## src/hdl/dtu_consts.svh

```systemverilog
// Constants for the discovery table and unique identifier responder
`ifndef DTU_CONSTS_SVH
`define DTU_CONSTS_SVH
`define DTU_OP_UID 8'h5A
`define DTU_OP_TABLE 8'h5A
`define DTU_OP_TABLE_READ 8'h5B
`define DTU_OP_READ_STATUS 8'h05
`define DTU_OP_READ_ARRAY 8'h03
`define DTU_UID_BASE 8'h80
`define DTU_UID_LAST 8'h8B
`define DTU_TBL_CAPS 8'hFE
`define DTU_TBL_RSVD 8'hFF
`define DTU_TBL_DUAL_WAIT 8'h00
`define DTU_TBL_DUAL_OP 8'hFF
`define DTU_TBL_QUAD_WAIT 8'h44
`define DTU_TBL_QUAD_OP 8'hEB
`define DTU_TBL_ER1_SIZE 8'h0C
`define DTU_TBL_ER1_OP 8'h20
`define DTU_TBL_ER2_SIZE 8'h0F
`define DTU_TBL_ER2_OP 8'h52
`define DTU_TBL_ER3_SIZE 8'h10
`define DTU_TBL_ER3_OP 8'hD8
`define DTU_TBL_ER4_SIZE 8'h00
`define DTU_TBL_ER4_OP 8'hFF
`define DTU_ERASED_BYTE 8'hFF
`define DTU_STATUS_RESET 8'h00
`define DTU_POWERUP_US 100
`define DTU_CLK_MHZ 100
`define DTU_POWERUP_CYC (`DTU_POWERUP_US * `DTU_CLK_MHZ)
`endif

```

## src/hdl/dtu_pkg.sv

```systemverilog
// Types for the discovery table and unique identifier responder
package dtu_pkg;
    typedef enum logic [2:0] {
        DTU_IDLE, DTU_CMD, DTU_ADDR, DTU_DUMMY, DTU_DATA, DTU_IGNORE
    } dtu_state_e;
    typedef struct packed {
        logic sclk;
        logic cs_n;
        logic mosi;
    } dtu_link_in_s;
    typedef enum logic [1:0] {
        DTU_SRC_TABLE, DTU_SRC_UID, DTU_SRC_STATUS, DTU_SRC_ARRAY
    } dtu_src_e;
endpackage

```

## src/hdl/dtu_responder.sv

```systemverilog
// Serial responder for the discovery table and the unique identifier
`timescale 1ns/100ps
`include "dtu_consts.svh"
module dtu_responder import dtu_pkg::*; #(
    parameter int POWERUP_CYCLES = `DTU_POWERUP_CYC,
    // Arbitrary per-die identifier value for simulation
    parameter logic [95:0] DIE_ID = 96'h0123456789ABCDEF01234567
) (
    input wire logic core_clk,
    input wire logic reset,
    input wire logic sclk,
    input wire logic cs_n,
    input wire logic mosi,
    output logic miso_o,
    output logic miso_oe_n,
    output logic ready
);
    dtu_link_in_s sync1_q;
    dtu_link_in_s sync2_q;
    logic sclk_prev_q;
    dtu_state_e state_q;
    dtu_src_e src_q;
    logic [2:0] bitcnt_q;
    logic [1:0] addr_bytes_q;
    logic [7:0] shift_in_q;
    logic [7:0] cmd_q;
    logic [7:0] addr_q;
    logic [7:0] out_q;
    logic [15:0] pu_cnt_q;
    logic rise;
    logic fall;
    logic [7:0] rx_byte;
    logic [7:0] tbl_byte;
    logic [7:0] uid_byte;
    logic [7:0] data_byte;
    logic [3:0] uid_idx;
    logic pu_done;

    // Link pins cross into core_clk through two flops
    always_ff @(posedge core_clk) begin
        if (reset) begin
            sync1_q <= '{sclk: 1'b0, cs_n: 1'b1, mosi: 1'b0};
            sync2_q <= '{sclk: 1'b0, cs_n: 1'b1, mosi: 1'b0};
        end else begin
            sync1_q <= '{sclk: sclk, cs_n: cs_n, mosi: mosi};
            sync2_q <= sync1_q;
        end
    end

    always_ff @(posedge core_clk) begin
        if (reset) begin
            sclk_prev_q <= 1'b0;
        end else begin
            sclk_prev_q <= sync2_q.sclk;
        end
    end

    assign rise = sync2_q.sclk & ~sclk_prev_q & ~sync2_q.cs_n;
    assign fall = ~sync2_q.sclk & sclk_prev_q & ~sync2_q.cs_n;
    assign rx_byte = {shift_in_q[6:0], sync2_q.mosi};

    // Commands arriving before the power-up wait are ignored
    always_ff @(posedge core_clk) begin
        if (reset) begin
            pu_cnt_q <= '0;
        end else if (!pu_done) begin
            pu_cnt_q <= pu_cnt_q + 16'h0001;
        end
    end
    assign pu_done = (32'(pu_cnt_q) >= POWERUP_CYCLES);

    always_ff @(posedge core_clk) begin
        if (reset) begin
            ready <= 1'b0;
        end else begin
            ready <= pu_done;
        end
    end

    // Table contents for the upper parameter dwords
    always_comb begin
        unique case (addr_q)
            8'h40: tbl_byte = `DTU_TBL_CAPS;
            8'h41, 8'h42, 8'h43: tbl_byte = `DTU_TBL_RSVD;
            8'h44, 8'h45: tbl_byte = `DTU_TBL_RSVD;
            8'h46: tbl_byte = `DTU_TBL_DUAL_WAIT;
            8'h47: tbl_byte = `DTU_TBL_DUAL_OP;
            8'h48, 8'h49: tbl_byte = `DTU_TBL_RSVD;
            8'h4A: tbl_byte = `DTU_TBL_QUAD_WAIT;
            8'h4B: tbl_byte = `DTU_TBL_QUAD_OP;
            8'h4C: tbl_byte = `DTU_TBL_ER1_SIZE;
            8'h4D: tbl_byte = `DTU_TBL_ER1_OP;
            8'h4E: tbl_byte = `DTU_TBL_ER2_SIZE;
            8'h4F: tbl_byte = `DTU_TBL_ER2_OP;
            8'h50: tbl_byte = `DTU_TBL_ER3_SIZE;
            8'h51: tbl_byte = `DTU_TBL_ER3_OP;
            8'h52: tbl_byte = `DTU_TBL_ER4_SIZE;
            8'h53: tbl_byte = `DTU_TBL_ER4_OP;
            // Bytes outside the modelled range read as reserved ones
            default: tbl_byte = `DTU_TBL_RSVD;
        endcase
    end

    // Identifier bytes go out most significant first from 80h
    assign uid_idx = 4'(addr_q - `DTU_UID_BASE);
    always_comb begin
        uid_byte = 8'h00;
        if (addr_q >= `DTU_UID_BASE && addr_q <= `DTU_UID_LAST) begin
            uid_byte = DIE_ID[8'(95 - 8 * uid_idx) -: 8];
        end
    end

    always_comb begin
        unique case (src_q)
            DTU_SRC_TABLE: data_byte = tbl_byte;
            DTU_SRC_UID: data_byte = uid_byte;
            DTU_SRC_STATUS: data_byte = `DTU_STATUS_RESET;
            DTU_SRC_ARRAY: data_byte = `DTU_ERASED_BYTE;
        endcase
    end

    // Command, address and dummy framing on rising edges
    always_ff @(posedge core_clk) begin
        if (reset || sync2_q.cs_n) begin
            state_q <= DTU_IDLE;
            bitcnt_q <= '0;
            shift_in_q <= '0;
            addr_bytes_q <= '0;
        end else begin
            if (state_q == DTU_IDLE) begin
                state_q <= pu_done ? DTU_CMD : DTU_IGNORE;
            end
            if (rise && state_q != DTU_IGNORE) begin
                bitcnt_q <= bitcnt_q + 3'd1;
                shift_in_q <= rx_byte;
                if (bitcnt_q == 3'd7) begin
                    unique case (state_q)
                        DTU_CMD: begin
                            if (rx_byte == `DTU_OP_UID ||
                                    rx_byte == `DTU_OP_TABLE_READ ||
                                    rx_byte == `DTU_OP_READ_ARRAY) begin
                                state_q <= DTU_ADDR;
                            end else if (rx_byte ==
                                    `DTU_OP_READ_STATUS) begin
                                state_q <= DTU_DATA;
                            end else begin
                                state_q <= DTU_IGNORE;
                            end
                        end
                        DTU_ADDR: begin
                            addr_bytes_q <= addr_bytes_q + 2'd1;
                            if (addr_bytes_q == 2'd2) begin
                                state_q <= (cmd_q == `DTU_OP_READ_ARRAY) ?
                                    DTU_DATA : DTU_DUMMY;
                            end
                        end
                        DTU_DUMMY: state_q <= DTU_DATA;
                        default: ;
                    endcase
                end
            end
        end
    end

    always_ff @(posedge core_clk) begin
        if (reset) begin
            cmd_q <= '0;
            src_q <= DTU_SRC_TABLE;
        end else if (rise && state_q == DTU_CMD && bitcnt_q == 3'd7) begin
            cmd_q <= rx_byte;
            unique case (rx_byte)
                `DTU_OP_UID: src_q <= DTU_SRC_UID;
                `DTU_OP_READ_STATUS: src_q <= DTU_SRC_STATUS;
                `DTU_OP_READ_ARRAY: src_q <= DTU_SRC_ARRAY;
                default: src_q <= DTU_SRC_TABLE;
            endcase
        end
    end

    // Low address byte picks table or identifier location
    always_ff @(posedge core_clk) begin
        if (reset) begin
            addr_q <= '0;
        end else if (rise && state_q == DTU_ADDR && bitcnt_q == 3'd7) begin
            addr_q <= rx_byte;
        end else if (fall && state_q == DTU_DATA && bitcnt_q == 3'h0) begin
            // Steps on as each byte is loaded, so the next load sees the
            // following address
            addr_q <= addr_q + 8'h01;
        end
    end

    // Output shifts on falling edges; the first bit of each byte is
    // loaded on the fall that follows the last framing or data bit before it.
    always_ff @(posedge core_clk) begin
        if (reset || sync2_q.cs_n) begin
            out_q <= '0;
            miso_o <= 1'b0;
            miso_oe_n <= 1'b1;
        end else if (fall && state_q == DTU_DATA) begin
            miso_oe_n <= 1'b0;
            if (bitcnt_q == 3'd0) begin
                out_q <= {data_byte[6:0], 1'b0};
                miso_o <= data_byte[7];
            end else begin
                out_q <= {out_q[6:0], 1'b0};
                miso_o <= out_q[7];
            end
        end
    end
endmodule

```

## config.mk

```make
export PLATFORM = sky130hd
export DESIGN_NAME = dtu_responder
export DESIGN_NICKNAME = d
export VERILOG_FILES = /design/src/hdl/dtu_pkg.sv /design/src/hdl/dtu_responder.sv
export VERILOG_INCLUDE_DIRS = /design/src /design/src/hdl
export SDC_FILE = /design/constraint.sdc
export NUM_CORES = 1
export LEC_CHECK = 0
export BUFFER_PORTS_ARGS = -buffer_cell sky130_fd_sc_hd__buf_2
export CAP_MARGIN = 10
export CELL_PAD_IN_SITES_DETAIL_PLACEMENT = 0
export CELL_PAD_IN_SITES_GLOBAL_PLACEMENT = 1
export CORE_ASPECT_RATIO = 0.6
export CORE_MARGIN = 2
export CORE_UTILIZATION = 40
export DETAILED_ROUTE_END_ITERATION = 8
export PLACE_DENSITY_LB_ADDON = 0.1
export RECOVER_POWER = 50
export SKIP_LAST_GASP = 1
export SLEW_MARGIN = 20
export SYNTH_ARGS = -nofsm -noshare
export SYNTH_HDL_FRONTEND = slang
export SYNTH_SLANG_ARGS = --single-unit
```

## constraint.sdc

```tcl
create_clock -name core_clk -period 2.6 [get_ports core_clk]
set_clock_uncertainty 0.2 [all_clocks]
set_input_delay 0.39 -clock core_clk [delete_from_list [all_inputs] [get_ports core_clk]]
set_output_delay 0.39 -clock core_clk [all_outputs]
set_load 0.02 [all_outputs]
```

==> impl_metrics.yaml <==
setup_path:
  crit_type: "register to register"
  slowest_delay_ns: 0.57
  crit_chain: "or4_1, a211o_4, a2111oi_4, nand3_1, mux2_2"
  worstPathRequired_ns: 2.63
  cp.arrival_ns: 2.54
  crit_slowest_cell: "or4_1"
  path_max_fanout: 9
  crit_path_start_kind: "register"
  end_kind: "register"
global_route:
  grtUsageTotal_pct: 20.5
  grt_max_degree: 45
  gr-total-overflow: 0
  antenna_found_initial: 0
  grt_first_pass_wirelength_um: 14600
  grt_pass1_vias: 2625
logic_synthesis:
  synth_top_family_by_area: "simple AND/OR/NAND/NOR gates"
  synth_edf_count: 0
  avgSynthCellArea_um2: 8.54
  yosys-mux-area-fraction_pct: 5.88
  ys_types: 56
  yosys.area_share.simple_pct: 22.7
  yosysWarningCount: 0
  synth_seq_cells: 66
  synth_top_flop_cell: "dfxtp_1"
  syn_nets: 424
  ys_seq_area_share_pct: 38.3
  synth_fa_ha_area_share_pct: 5.44
  async_flop_share_pct: 0
  synth_compound_gate_area_share_pct: 20.3
  syn-cell-area_um2: 3450
  netlist_instances: 404
  synthXorXnorAreaFrac_pct: 3.30
cells_and_area:
  final_cell_mix: "dfxtp_1 (66), nor2_1 (56), nand2_1 (22)"
  syn_to_final_growth_pct: 16.1
  fillers: 811
  final_common_cell: "dfxtp_1"
  drive_gt1_share_pct: 13.1
  n_antenna_cell: 0
  post-route-util_pct: 47.5
  nets: 442
timing:
  layout_min_cycle_time_ns: 2.51
  slew_headroom_pct: 40.9
  max_freq_ghz: 0.398
  finalHoldViolations: 0
  setup_violations: 0
  rsz0062_at_grt: "no"
  fin_crit_sh_pct: 96.5
  tns_ns: 0
  tightest_slew_ns: 0.886
  finalMaxSlewViolations: 0
clock_tree:
  cts_setup_buffers: 0
  clock-sinks: 66
  insertion_delay_ns: 0.34
  clk_pin_slew_ns: 0.06
  numCtsBuffers: 9
  cts-root-buf: "clkbuf_16"
  cts_tree: "yes"
  max-clock-path-buffers: 2
  htree_num_levels: 3
run_status:
  status: "finished, final reports clean"
power:
  p_per_area_nw_per_um2: 601
  irDropWorstVdd_mv: 0.369
  power.leakage_nw: 1.43
drt:
  ant_nets: 0
  wl_per_cell_um: 16.3
  drcViolationCount: 0
  vias: 2972
  dr.pass1.iters: 5
  drt_wl_total_um: 8800
  drtIter0Drc: 374
  vias_per_cell: 5.51
place:
  dp_hpwl_um: 6430
  io_buffers: 7
  gp_congestion: 0.842
die:
  pin_count: 8
  fp.dieH_um: 75.9
  die_area_um2: 9410
  start_util_pct: 40.9
  rows: 26
  die_w_um: 124
  coreArea_um2: 8430
min_path:
  hp-class: "input port to register"
job:
  drv_cap: 0
## Yosys cell counts, types with 4 or more instances
library cell	count	share of area, %
dfxtp_1	66	38
nor2_1	56	6.1
a21oi_1	22	3.2
nand2_1	22	2.4
o21ai_0	20	2.9
mux2i_1	18	5.2
inv_1	17	1.8
clkbuf_1	16	1.7
ha_1	15	5.4
nand3_1	13	1.9
xnor2_1	11	2.8
nor2b_1	10	1.8
a211oi_1	9	2.0
nand2b_1	9	1.6
nor3_1	9	1.3
or2_2	8	1.5
a31oi_1	7	1.3
a2111oi_0	5	1.3
a22oi_1	4	0.87
and3_1	4	0.73
o211ai_1	4	0.87
## registers in the layout, summed over array words and instances (netlist names)
signal,flops
bitcnt_q,3
src_q,2
state_q,3
miso_o,1
cmd_q,8
ready,1
shift_in_q,7
sync1_q,3
sclk_prev_q,1
out_q,7
addr_bytes_q,2
miso_oe_n,1
sync2_q,2
addr_q,8
pu_cnt_q,16
rx_byte,1
## kinds of logic (layout without fill, tap and decap cells)
| logic type | count (synthesis) | count (layout) |
|---|---|---|
| fa+ha+maj | 15 | 15 |
| flops | 66 | 66 |
| simple gates | 155 | 155 |
| buf+inv | 37 | 60 |
| xor+xnor | 13 | 13 |
| compound gates | 98 | 98 |
| mux | 20 | 20 |
## stage by stage
| step | hold WS (ns) | power (mW) | cell area (um^2) | worst slack (ns) | instances |
|---|---|---|---|---|---|
| 6_report | 0.0315 | 2.41 | 4010 | 0.0899 | 539 |
| 5_1_grt | 0.0260 | 2.49 | 4010 | 0.00210 | 539 |
| 4_1_cts | 0.0220 | 2.43 | 4030 | 0.0899 | 539 |
| 3_5_place_dp | 0.213 | 1.10 | 3700 | 0.0884 | 523 |
| 3_3_place_gp | 0.204 | 1.10 | 3700 | 0.155 | 523 |
| 2_1_floorplan | 0.189 | 1.08 | 3450 | 0.238 | 404 |
## routing by layer
metal	up-vias	track usage, %	part of all wire (%)
li1	1494	-	-
met1	1369	36.3	59
met2	100	21.5	33
met3	9	6.48	7.4
met4	0	5.39	1.2
met5	-	0	0
## worst paths after layout
kind / startpoint / to / slack, ns / depth (start not counted)
max: pu_cnt_q[4]$_SDFFE_PP0P_ / pu_cnt_q[10]$_SDFFE_PP0P_ / 0.09 / 5
min reg2reg: sync1_q[1]$_SDFF_PP1_ / sync2_q[1]$_SDFF_PP1_ / 0.23 / 1
max reg2reg: pu_cnt_q[4]$_SDFFE_PP0P_ / pu_cnt_q[10]$_SDFFE_PP0P_ / 0.09 / 5
min: cs_n / sync1_q[1]$_SDFF_PP1_ / 0.03 / 2
## layout make-up
type                    count  area [um^2]  share of cell area, %
inverters                  17         63.8                   1.59
multi-input cells         301         1990                   49.8
clock buffers              10          239                   5.97
flip-flops and latches     66         1320                   33.0
clock inverters             6         88.8                   2.22
well taps                 112          140                   3.50
repair buffers             27          159                   3.97
## timing repair
item                       CTS  global route
hold endpoints to repair     0             0
gates resized for setup      0             3
hold buffers                 0             0
setup endpoints to repair    0             3
## where the power goes
part	switching (mW)	internal, mW	leakage (nW)
sequential	0.00852	1.02	0.534
combinational	0.0304	0.0187	0.742
clock	0.461	0.866	0.155
## critical path, delay by kind of cell, from the launching register on
family             cells  cell delay, ns
AOI/OAI and AO/OA      2            0.88
DFF                    1            0.35
muxes                  1            0.28
and+or+nand+nor        2            0.70
Note: power is estimated with default switching activity, not from simulation.
